File: src/esc_params.svh
// Purpose: Offsets, field positions, reset values and counts of the switch configuration loader.
// Assumes: Byte-wide configuration image read from a serial EEPROM after reset.
// Notes: Definitions only.
`ifndef ESC_PARAMS_SVH
`define ESC_PARAMS_SVH

`define ESC_OFS_SIG0      8'h00
`define ESC_OFS_SIG1      8'h01
`define ESC_OFS_LED       8'h02
`define ESC_OFS_SPARE     8'h03
`define ESC_OFS_CTL1      8'h04
`define ESC_OFS_CTL2      8'h05
`define ESC_OFS_CTL3      8'h06
`define ESC_OFS_STATUS    8'h10

`define ESC_IMG_LAST      3'h6
`define ESC_SIG_BYTE0     8'h55
`define ESC_SIG_BYTE1     8'haa

`define ESC_LED_LSB       0
`define ESC_CTL1_PAUSE    7
`define ESC_CTL1_BKP      4
`define ESC_CTL1_MACFC    3
`define ESC_CTL1_STORM    2
`define ESC_CTL2_BPT_LSB  3
`define ESC_CTL3_KEEP     7
`define ESC_CTL3_AGING    4
`define ESC_CTL3_IDLE64   2
`define ESC_CTL3_CAPBO    1

`define ESC_RST_LED       2'h3
`define ESC_RST_PAUSE     1'h1
`define ESC_RST_BKP       1'h1
`define ESC_RST_MACFC     1'h1
`define ESC_RST_STORM     1'h0
`define ESC_RST_BPT       2'h0
`define ESC_RST_KEEP      1'h1
`define ESC_RST_AGING     1'h1
`define ESC_RST_IDLE64    1'h1
`define ESC_RST_CAPBO     1'h1
`define ESC_CTL1_RSVD     3'h1

`define ESC_ROM_WAIT      8'hff

`endif

File: src/esc_pkg.sv
// Purpose: Types of the switch configuration loader.
// Assumes: Used by name, never imported.
// Notes: State codes are one-hot.
package esc_pkg;

    typedef enum logic [3:0] {
        ESC_ST_STRAP = 4'h1,
        ESC_ST_FETCH = 4'h2,
        ESC_ST_APPLY = 4'h4,
        ESC_ST_RUN   = 4'h8
    } esc_load_state_t;

    typedef enum logic [3:0] {
        ESC_RD_IDLE = 4'h1,
        ESC_RD_ASK  = 4'h2,
        ESC_RD_WAIT = 4'h4,
        ESC_RD_DONE = 4'h8
    } esc_read_state_t;

endpackage : esc_pkg

File: src/esc_rom_if.sv
// Purpose: Carries image bytes from the EEPROM reader to the loader.
// Assumes: One clock domain.
// Notes: Byte strobe and done are one-cycle pulses.
`timescale 1ns/10ps
interface esc_rom_if;
    logic       start;
    logic       byte_valid;
    logic [2:0] byte_idx;
    logic [7:0] byte_data;
    logic       done;
    logic       timed_out;

    modport loader (output start, input byte_valid, byte_idx, byte_data, done, timed_out);
    modport reader (input start, output byte_valid, byte_idx, byte_data, done, timed_out);
endinterface : esc_rom_if

File: src/esc_loader.sv
// Purpose: Loads the switch configuration image from EEPROM after reset and holds it.
// Assumes: Straps are stable during reset; the register port follows a one-cycle strobe master.
// Notes: Software writes are taken only after loading ends.
// Notes on behaviour
// - After reset compare bytes zero and one with the signature; load only on match.
// - Byte two bits one to zero select LED mode; reset value three.
// - Byte four bit seven enables pause flow control; resets to one.
// - Byte four bit four enables half-duplex backpressure; resets to one.
// - Byte four bit three enables external MAC port flow control; resets to one.
// - Byte four bit two enables broadcast storm dropping; resets to zero.
// - Byte five bits four to three choose backpressure type; resets to zero.
// - Byte six bit seven keeps frames after sixteen collisions; resets to one.
// - Byte six bit four enables address aging; resets to one.
// - Byte six bit two checks carrier idle over 64 bits; resets to one.
// - Byte six bit one caps backoff at sixteen slots; resets to one.
//
// Design decision made here: the strobed register port.
`timescale 1ns/10ps
`include "esc_params.svh"
module esc_loader (
    input  wire logic       sys_clk,
    input  wire logic       rst,
    input  wire logic [1:0] strap_led_mode,
    input  wire logic       strap_pause_enable,
    input  wire logic       strap_backpressure_enable,
    input  wire logic       strap_mac_flow_enable,
    input  wire logic       strap_bcast_storm_drop_enable,
    input  wire logic       strap_aging_enable,
    output logic            rom_req,
    output logic [7:0]      rom_addr,
    input  wire logic [7:0] rom_data,
    input  wire logic       rom_valid,
    input  wire logic [7:0] reg_addr,
    input  wire logic [7:0] reg_wdata,
    input  wire logic       reg_wr,
    input  wire logic       reg_rd,
    output logic [7:0]      reg_rdata,
    output logic [1:0]      led_mode,
    output logic            pause_enable,
    output logic            backpressure_enable,
    output logic            mac_flow_enable,
    output logic            bcast_storm_drop_enable,
    output logic [1:0]      backpressure_type,
    output logic            keep_after_max_collisions,
    output logic            aging_enable,
    output logic            carrier_idle_64,
    output logic            capped_backoff,
    output logic            cfg_ready,
    output logic            sig_valid
);
    esc_rom_if rd ();

    esc_pkg::esc_load_state_t st_q;
    logic [7:0] img_q [0:6];
    logic       start_q;
    logic [1:0] led_q;
    logic       pause_q;
    logic       bkp_q;
    logic       macfc_q;
    logic       storm_q;
    logic [1:0] bpt_q;
    logic       keep_q;
    logic       aging_q;
    logic       idle64_q;
    logic       capbo_q;
    logic       ready_q;
    logic       sigok_q;
    logic [7:0] rdata_q;
    logic [7:0] rdata_d;
    logic       sig_match;
    logic       apply_ok;
    logic       sw_wr;

    esc_rom_reader u_reader (
        .sys_clk   (sys_clk),
        .rst       (rst),
        .rd        (rd.reader),
        .rom_req   (rom_req),
        .rom_addr  (rom_addr),
        .rom_data  (rom_data),
        .rom_valid (rom_valid)
    );

    assign rd.start  = start_q;
    assign sig_match = (img_q[0] == `ESC_SIG_BYTE0) && (img_q[1] == `ESC_SIG_BYTE1);
    assign apply_ok  = (st_q == esc_pkg::ESC_ST_APPLY) && sig_match && !rd.timed_out;
    assign sw_wr     = reg_wr && (st_q == esc_pkg::ESC_ST_RUN);

    // Sequences strap capture, image fetch and the signature decision.
    always_ff @(posedge sys_clk) begin
        if (rst) begin
            st_q    <= esc_pkg::ESC_ST_STRAP;
            start_q <= 1'b0;
            ready_q <= 1'b0;
            sigok_q <= 1'b0;
        end else begin
            start_q <= 1'b0;
            case (st_q)
                esc_pkg::ESC_ST_STRAP: begin
                    start_q <= 1'b1;
                    st_q    <= esc_pkg::ESC_ST_FETCH;
                end
                esc_pkg::ESC_ST_FETCH: begin
                    if (rd.done) begin
                        st_q <= esc_pkg::ESC_ST_APPLY;
                    end
                end
                esc_pkg::ESC_ST_APPLY: begin
                    sigok_q <= apply_ok;
                    ready_q <= 1'b1;
                    st_q    <= esc_pkg::ESC_ST_RUN;
                end
                esc_pkg::ESC_ST_RUN: begin
                    st_q <= esc_pkg::ESC_ST_RUN;
                end
                default: begin
                    st_q <= esc_pkg::ESC_ST_STRAP;
                end
            endcase
        end
    end

    // Holds the fetched image; the signature bytes stay writable afterwards.
    always_ff @(posedge sys_clk) begin
        if (rst) begin
            for (int i = 0; i <= 6; i++) begin
                img_q[i] <= 8'h00;
            end
        end else if (rd.byte_valid && (st_q == esc_pkg::ESC_ST_FETCH)) begin
            img_q[rd.byte_idx] <= rd.byte_data;
        end else if (sw_wr && (reg_addr == `ESC_OFS_SIG0)) begin
            img_q[0] <= reg_wdata;
        end else if (sw_wr && (reg_addr == `ESC_OFS_SIG1)) begin
            img_q[1] <= reg_wdata;
        end
    end

    // Configuration fields: defaults, then straps for six of the ten fields, then EEPROM on a valid signature when the read did not time out.
    always_ff @(posedge sys_clk) begin
        if (rst) begin
            led_q    <= `ESC_RST_LED;
            pause_q  <= `ESC_RST_PAUSE;
            bkp_q    <= `ESC_RST_BKP;
            macfc_q  <= `ESC_RST_MACFC;
            storm_q  <= `ESC_RST_STORM;
            bpt_q    <= `ESC_RST_BPT;
            keep_q   <= `ESC_RST_KEEP;
            aging_q  <= `ESC_RST_AGING;
            idle64_q <= `ESC_RST_IDLE64;
            capbo_q  <= `ESC_RST_CAPBO;
        end else if (st_q == esc_pkg::ESC_ST_STRAP) begin
            led_q   <= strap_led_mode;
            pause_q <= strap_pause_enable;
            bkp_q   <= strap_backpressure_enable;
            macfc_q <= strap_mac_flow_enable;
            storm_q <= strap_bcast_storm_drop_enable;
            aging_q <= strap_aging_enable;
        end else if (apply_ok) begin
            led_q    <= img_q[2][`ESC_LED_LSB +: 2];
            pause_q  <= img_q[4][`ESC_CTL1_PAUSE];
            bkp_q    <= img_q[4][`ESC_CTL1_BKP];
            macfc_q  <= img_q[4][`ESC_CTL1_MACFC];
            storm_q  <= img_q[4][`ESC_CTL1_STORM];
            bpt_q    <= img_q[5][`ESC_CTL2_BPT_LSB +: 2];
            keep_q   <= img_q[6][`ESC_CTL3_KEEP];
            aging_q  <= img_q[6][`ESC_CTL3_AGING];
            idle64_q <= img_q[6][`ESC_CTL3_IDLE64];
            capbo_q  <= img_q[6][`ESC_CTL3_CAPBO];
        end else if (sw_wr) begin
            case (reg_addr)
                `ESC_OFS_LED: begin
                    led_q <= reg_wdata[`ESC_LED_LSB +: 2];
                end
                `ESC_OFS_CTL1: begin
                    pause_q <= reg_wdata[`ESC_CTL1_PAUSE];
                    bkp_q   <= reg_wdata[`ESC_CTL1_BKP];
                    macfc_q <= reg_wdata[`ESC_CTL1_MACFC];
                    storm_q <= reg_wdata[`ESC_CTL1_STORM];
                end
                `ESC_OFS_CTL2: begin
                    bpt_q <= reg_wdata[`ESC_CTL2_BPT_LSB +: 2];
                end
                `ESC_OFS_CTL3: begin
                    keep_q   <= reg_wdata[`ESC_CTL3_KEEP];
                    aging_q  <= reg_wdata[`ESC_CTL3_AGING];
                    idle64_q <= reg_wdata[`ESC_CTL3_IDLE64];
                    capbo_q  <= reg_wdata[`ESC_CTL3_CAPBO];
                end
                default: begin
                    led_q <= led_q;
                end
            endcase
        end
    end

    // Read mux mirrors the live fields in their image layout.
    always_comb begin
        rdata_d = 8'h00;
        case (reg_addr)
            `ESC_OFS_SIG0:   rdata_d = img_q[0];
            `ESC_OFS_SIG1:   rdata_d = img_q[1];
            `ESC_OFS_LED:    rdata_d = {6'h00, led_q};
            `ESC_OFS_CTL1:   rdata_d = {pause_q, 2'h0, bkp_q, macfc_q, storm_q, 2'h0}
                                       | {5'h00, `ESC_CTL1_RSVD};
            `ESC_OFS_CTL2:   rdata_d = {3'h0, bpt_q, 3'h0};
            `ESC_OFS_CTL3:   rdata_d = {keep_q, 2'h0, aging_q, 1'h0, idle64_q, capbo_q, 1'h0};
            `ESC_OFS_STATUS: rdata_d = {6'h00, sigok_q, ready_q};
            default:         rdata_d = 8'h00;
        endcase
    end

    always_ff @(posedge sys_clk) begin
        if (rst) begin
            rdata_q <= 8'h00;
        end else if (reg_rd) begin
            rdata_q <= rdata_d;
        end else begin
            rdata_q <= 8'h00;
        end
    end

    assign reg_rdata                 = rdata_q;
    assign led_mode                  = led_q;
    assign pause_enable              = pause_q;
    assign backpressure_enable       = bkp_q;
    assign mac_flow_enable           = macfc_q;
    assign bcast_storm_drop_enable   = storm_q;
    assign backpressure_type         = bpt_q;
    assign keep_after_max_collisions = keep_q;
    assign aging_enable              = aging_q;
    assign carrier_idle_64           = idle64_q;
    assign capped_backoff            = capbo_q;
    assign cfg_ready                 = ready_q;
    assign sig_valid                 = sigok_q;
endmodule : esc_loader

File: src/esc_rom_reader.sv
// Purpose: Reads image bytes zero to six from the EEPROM byte port in order.
// Assumes: The EEPROM answers each request with one rom_valid pulse.
// Notes: A request left unanswered too long ends the read as timed out.
`timescale 1ns/10ps
`include "esc_params.svh"
module esc_rom_reader (
    input  wire logic sys_clk,
    input  wire logic rst,
    esc_rom_if.reader rd,
    output logic       rom_req,
    output logic [7:0] rom_addr,
    input  wire logic [7:0] rom_data,
    input  wire logic       rom_valid
);
    esc_pkg::esc_read_state_t st_q;
    logic [2:0] idx_q;
    logic [7:0] wait_q;
    logic       req_q;
    logic [7:0] addr_q;
    logic       bvalid_q;
    logic [7:0] bdata_q;
    logic [2:0] bidx_q;
    logic       done_q;
    logic       tout_q;

    always_ff @(posedge sys_clk) begin
        if (rst) begin
            st_q     <= esc_pkg::ESC_RD_IDLE;
            idx_q    <= 3'h0;
            wait_q   <= 8'h00;
            req_q    <= 1'b0;
            addr_q   <= 8'h00;
            bvalid_q <= 1'b0;
            bdata_q  <= 8'h00;
            bidx_q   <= 3'h0;
            done_q   <= 1'b0;
            tout_q   <= 1'b0;
        end else begin
            req_q    <= 1'b0;
            bvalid_q <= 1'b0;
            done_q   <= 1'b0;
            case (st_q)
                esc_pkg::ESC_RD_IDLE: begin
                    if (rd.start) begin
                        idx_q  <= 3'h0;
                        tout_q <= 1'b0;
                        st_q   <= esc_pkg::ESC_RD_ASK;
                    end
                end
                esc_pkg::ESC_RD_ASK: begin
                    req_q  <= 1'b1;
                    addr_q <= {5'h00, idx_q};
                    wait_q <= 8'h00;
                    st_q   <= esc_pkg::ESC_RD_WAIT;
                end
                esc_pkg::ESC_RD_WAIT: begin
                    if (rom_valid) begin
                        bvalid_q <= 1'b1;
                        bdata_q  <= rom_data;
                        bidx_q   <= idx_q;
                        if (idx_q == `ESC_IMG_LAST) begin
                            st_q <= esc_pkg::ESC_RD_DONE;
                        end else begin
                            idx_q <= idx_q + 3'h1;
                            st_q  <= esc_pkg::ESC_RD_ASK;
                        end
                    end else if (wait_q == `ESC_ROM_WAIT) begin
                        tout_q <= 1'b1;
                        st_q   <= esc_pkg::ESC_RD_DONE;
                    end else begin
                        wait_q <= wait_q + 8'h01;
                    end
                end
                esc_pkg::ESC_RD_DONE: begin
                    done_q <= 1'b1;
                    st_q   <= esc_pkg::ESC_RD_IDLE;
                end
                default: begin
                    st_q <= esc_pkg::ESC_RD_IDLE;
                end
            endcase
        end
    end

    assign rom_req       = req_q;
    assign rom_addr      = addr_q;
    assign rd.byte_valid = bvalid_q;
    assign rd.byte_idx   = bidx_q;
    assign rd.byte_data  = bdata_q;
    assign rd.done       = done_q;
    assign rd.timed_out  = tout_q;
endmodule : esc_rom_reader

File: config.mk
export PLATFORM = sky130hd
export DESIGN_NAME = esc_loader
export DESIGN_NICKNAME = d
export VERILOG_FILES = /design/src/esc_pkg.sv /design/src/esc_rom_if.sv /design/src/esc_loader.sv /design/src/esc_rom_reader.sv
export VERILOG_INCLUDE_DIRS = /design/src
export SDC_FILE = /design/constraint.sdc
export NUM_CORES = 1
export LEC_CHECK = 0
export CORE_MARGIN = 10
export CORE_UTILIZATION = 45
export DETAILED_ROUTE_END_ITERATION = 10
export DONT_BUFFER_PORTS = 1
export PLACE_DENSITY_LB_ADDON = 0.08
export REMOVE_ABC_BUFFERS = 1
export SYNTH_ARGS = -nofsm -noshare
export SYNTH_HDL_FRONTEND = slang
export SYNTH_SLANG_ARGS = --single-unit
File: constraint.sdc
create_clock -name sys_clk -period 2.6 [get_ports sys_clk]
set_input_delay 0.78 -clock sys_clk [delete_from_list [all_inputs] [get_ports sys_clk]]
set_output_delay 0.78 -clock sys_clk [all_outputs]
set_load 0.05 [all_outputs]
==> qor.txt <==
SYNTHESIS
--------------------------------------------------------------------------------
Syn Std Cell Area                                                   0.00417 mm^2
Sequential fraction of the synthesis area                                  0.480
Number of enable-type register cells in the synthesized netlist               24
Synth area leader                                                   sky130_fd_sc_hd__dfxtp_1
Synthesis warning total                                                        0
Top-area cell type share of the netlist area                               0.307
Number of flip-flops and latches in the synthesized netlist                   88
Distinct cell type count of the synthesized netlist                           63
Post-synth ARST share                                                          0
Most common flop cell mapped by yosys                               sky130_fd_sc_hd__dfxtp_1
Ranking of synthesized cells by area                                sky130_fd_sc_hd__dfxtp_1 31%, sky130_fd_sc_hd__edfxtp_1 17%, sky130_fd_sc_hd__nor2_1 4.3%, sky130_fd_sc_hd__a22o_1 3.4%, sky130_fd_sc_hd__nand2_1 3.2%
Mean area per synthesized cell                                         9.88 um^2
Gate count of the mapped netlist                                             422

CLOCK TREE
--------------------------------------------------------------------------------
Post-CTS Hold Fix Bufs                                                         0
Number of buffers added by the clock tree synthesis step                       9
Max H-tree Level                                                               3
Setup repair bufs after CTS                                                    0
Clock tree from TritonCTS                                                    yes
Gates resized, CTS repair                                                      0
Worst-path clk slew                                                      0.09 ns
Clk buf depth                                                                  2
Total number of clock tree sinks                                              88
Root buffer selected by CTS                                         sky130_fd_sc_hd__clkbuf_8
Clk_lat worst skew                                                       0.35 ns

SETUP PATH
--------------------------------------------------------------------------------
Critical Path End Type                                                      flop
Cells on worst reg2reg path                                                    4
Data arrival time of the worst path                                      2.31 ns
RR Endpoint                                                          img_q[0][5]
Sum of buffers and inverters on the critical path                              0
Largest stage delay, worst path                                          0.74 ns
Launch point of the worst reg-to-reg path                                st_q[2]
Gate family responsible for the most delay along the worst path     simple AND/OR/NAND/NOR gates
Reg-to-reg slack, setup                                                  0.32 ns
Launching element type of the critical path                                 flop
Data required time at the worst endpoint                                 2.62 ns
CP max stage cell                                                   sky130_fd_sc_hd__or4b_2
Kind of critical path                                                    reg2reg
Largest fanout on the critical path                                            8
Cell Chain, Critical Path                                           or4b_2 > nor3b_4 > and3b_1 > a211o_1

WORST HOLD PATH
--------------------------------------------------------------------------------
Hold_sp                                                             u_reader.rd.byte_data[3]
Worst Hold Class                                                         reg2reg
Worst-case hold path end point                                      u_reader.rd.byte_data[3]
Hold Path Stages                                                               2

PWR
--------------------------------------------------------------------------------
Internal power contribution                                              2.04 mW
Power density cells                                                  594 mW/mm^2
Worst vdd ir                                                              250 uV
Net switching power                                                       685 uW
Combinational power share                                                  0.073
Leakage power                                                            1.69 nW
Proportion of power drawn by flip-flops and latches                        0.566
Clock Power Share                                                          0.361
Final Power                                                              2.72 mW
Switching share of total power                                             0.252

FINAL LAYOUT
--------------------------------------------------------------------------------
Area of the multi-input gates                                       0.00203 mm^2
Diodes inserted                                                                0
Highest-count cells in the layout ignoring fill and taps            64 x sky130_fd_sc_hd__dfxtp_1, 48 x sky130_fd_sc_hd__nor2_1, 35 x sky130_fd_sc_hd__nand2_1
Layout Nets                                                                  471
Leading cell type in the layout, fill and taps excluded             sky130_fd_sc_hd__dfxtp_1
Fraction of final layout cells with drive strength greater than 1          0.151
Final-layout fill cell count                                                 871
Area taken by flip-flops and latches                                0.00200 mm^2
Synth-to-Final Area Change                                                 9.87%
Final core utilization                                                     0.503

DIE
--------------------------------------------------------------------------------
Std-Cell Core Area                                                  0.00911 mm^2
Area of the die                                                      0.0135 mm^2
DIE WIDTH                                                                 116 um
Core Rows                                                                     35
Number of placed I/O pins                                                     67
Height of the die                                                         116 um
Initial core utilization                                                   0.458

PLACEMENT
--------------------------------------------------------------------------------
Final HPWL from detailed placement                                       7760 um
Gp weighted congestion                                                     0.806
Buffers added on ports                                                         0
Pre-CTS WS                                                             0.0365 ns

ROUTING
--------------------------------------------------------------------------------
Final routed wirelength across all metal layers                         10400 um
Highest layer used for signal routing                                       met4
Vias post-DR                                                                3091
Iter 0 DRT Violations                                                        195
Number of detailed-routing iterations run before antenna repair                5
Met2 wire length                                                         4290 um
Routed wire length on met3                                                910 um
Post-route met1 wirelength                                               5010 um
Number of routed nets with antenna violations                                  0
Mean number of vias per cell                                                5.64
Post-route DRC                                                                 0
WL/cell                                                                  19.0 um

RUN STATUS
--------------------------------------------------------------------------------
Outcome                                                             finished, final reports clean

GLOBAL ROUTE
--------------------------------------------------------------------------------
Pin count of the biggest net entering global routing                          60
Global route overflow                                                          0
Global-route wire length before repair                                  16300 um
Vias in the first global route                                              2967
Antenna violations before repair                                               0
Overall track demand over capacity in global routing                       0.157

STA
--------------------------------------------------------------------------------
Maximum clock frequency                                                  438 MHz
Final worst-path cycle share                                               0.879
Worst setup slack after layout                                          0.316 ns
Post-route minimum period                                                2.28 ns
Transition time at the pin with the least slew margin                   0.666 ns
Clk_skew                                                              0.00799 ns
Slew headroom                                                              0.552
Number of max-slew violations in the final report                              0
Endpoints failing hold                                                         0
Final setup violation count                                                    0
Unrepaired setup endpoints after global routing                               no

JOB
--------------------------------------------------------------------------------
Number of maximum-capacitance constraint violations                            0

stage by stage:
stage          area, um^2  std cells  setup TNS [ns]  hold slack (ns)
2_1_floorplan        4050        399          -0.502            0.434
3_3_place_gp         4370        532               0            0.449
3_5_place_dp         4370        532               0            0.452
4_1_cts              4580        548               0            0.465
5_1_grt              4580        548               0            0.475
6_report             4580        548               0            0.465
worst reg2reg max path: stages, from the launching register on:
cell and delay [ns]:
sky130_fd_sc_hd__dfxtp_1 0.32, sky130_fd_sc_hd__or4b_2 0.74, sky130_fd_sc_hd__nor3b_4 0.34, sky130_fd_sc_hd__and3b_1 0.25, sky130_fd_sc_hd__a211o_1 0.31
cell usage after synthesis (3+ instances only):
| cell type | n |
|---|---|
| sky130_fd_sc_hd__buf_4 | 5 |
| sky130_fd_sc_hd__a22o_1 | 16 |
| sky130_fd_sc_hd__and2_1 | 10 |
| sky130_fd_sc_hd__nor2b_1 | 5 |
| sky130_fd_sc_hd__o21ai_0 | 12 |
| sky130_fd_sc_hd__inv_1 | 7 |
| sky130_fd_sc_hd__nand3b_1 | 4 |
| sky130_fd_sc_hd__edfxtp_1 | 24 |
| sky130_fd_sc_hd__nand2b_1 | 6 |
| sky130_fd_sc_hd__a211oi_1 | 6 |
| sky130_fd_sc_hd__dfxtp_1 | 64 |
| sky130_fd_sc_hd__or2_2 | 5 |
| sky130_fd_sc_hd__mux2_2 | 3 |
| sky130_fd_sc_hd__o211ai_1 | 3 |
| sky130_fd_sc_hd__nand2_1 | 35 |
| sky130_fd_sc_hd__a211o_1 | 3 |
| sky130_fd_sc_hd__nor2_1 | 48 |
| sky130_fd_sc_hd__nor4bb_1 | 3 |
| sky130_fd_sc_hd__mux2i_1 | 12 |
| sky130_fd_sc_hd__xor2_1 | 6 |
| sky130_fd_sc_hd__o21bai_1 | 5 |
| sky130_fd_sc_hd__clkbuf_1 | 16 |
| sky130_fd_sc_hd__a22oi_1 | 8 |
| sky130_fd_sc_hd__nor4_1 | 3 |
| sky130_fd_sc_hd__ha_1 | 3 |
| sky130_fd_sc_hd__buf_2 | 5 |
| sky130_fd_sc_hd__nor4b_1 | 4 |
| sky130_fd_sc_hd__and3_1 | 5 |
| sky130_fd_sc_hd__or4b_2 | 4 |
| sky130_fd_sc_hd__nand3_1 | 11 |
| sky130_fd_sc_hd__nor3_1 | 8 |
| sky130_fd_sc_hd__or3_1 | 6 |
| sky130_fd_sc_hd__a21oi_1 | 25 |
worst max-delay path by stage:
stage | cells past startpoint | start | end | slack (ns)
6_report | 4 | st_q[2] | img_q[0][5] | 0.32
3_5_place_dp | 5 | reg_addr[3] | img_q[1][3] | 0.04
2_1_floorplan | 5 | reg_addr[3] | img_q[1][0] | -0.04
3_3_place_gp | 5 | reg_addr[3] | img_q[1][2] | 0.08
5_1_grt | 4 | st_q[2] | img_q[0][0] | 0.20
4_1_cts | 4 | st_q[2] | img_q[0][5] | 0.26
layout make-up:
class / count / share of cell area
inverters: 7 / 0.00574
well taps: 111 / 0.0303
repair buffers: 22 / 0.0388
flip-flops and latches: 88 / 0.437
clock buffers: 12 / 0.0341
clock inverters: 4 / 0.0112
multi-input cells: 304 / 0.443
logic make-up after synthesis:
| logic type | synth area share |
|---|---|
| compound gates | 0.149 |
| xor+xnor | 0.0168 |
| fa+ha+maj | 0.00900 |
| buf+inv | 0.0384 |
| flops | 0.480 |
| mux | 0.0423 |
| other cells | 0.000899 |
| simple gates | 0.264 |
layer usage:
metal  vias to the layer above  GRT usage
li1                       1550          -
met1                      1428      0.215
met2                       102      0.220
met3                        11     0.0524
met4                         0     0.0634
met5                         -          0
flip-flops by register name, summed over array words and instances (netlist names), 2 cells and up:
name / count
u_reader.rom_addr: 3
img_q: 28
u_reader.wait_q: 8
reg_rdata: 8
u_reader.rd.byte_idx: 3
u_reader.idx_q: 3
led_mode: 2
u_reader.rd.byte_data: 8
st_q: 4
u_reader.st_q: 4
backpressure_type: 2
power groups by stage:
stage | combinational (mW) | clock (mW) | sequential, mW
floorplan | 0.139 | 0 | 1.56
global placement | 0.196 | 0 | 1.57
detailed placement | 0.198 | 0 | 1.57
global route | 0.221 | 1.07 | 1.55
CTS | 0.199 | 1.01 | 1.54
finish | 0.199 | 0.981 | 1.54
(Power assumes the default switching activity.)
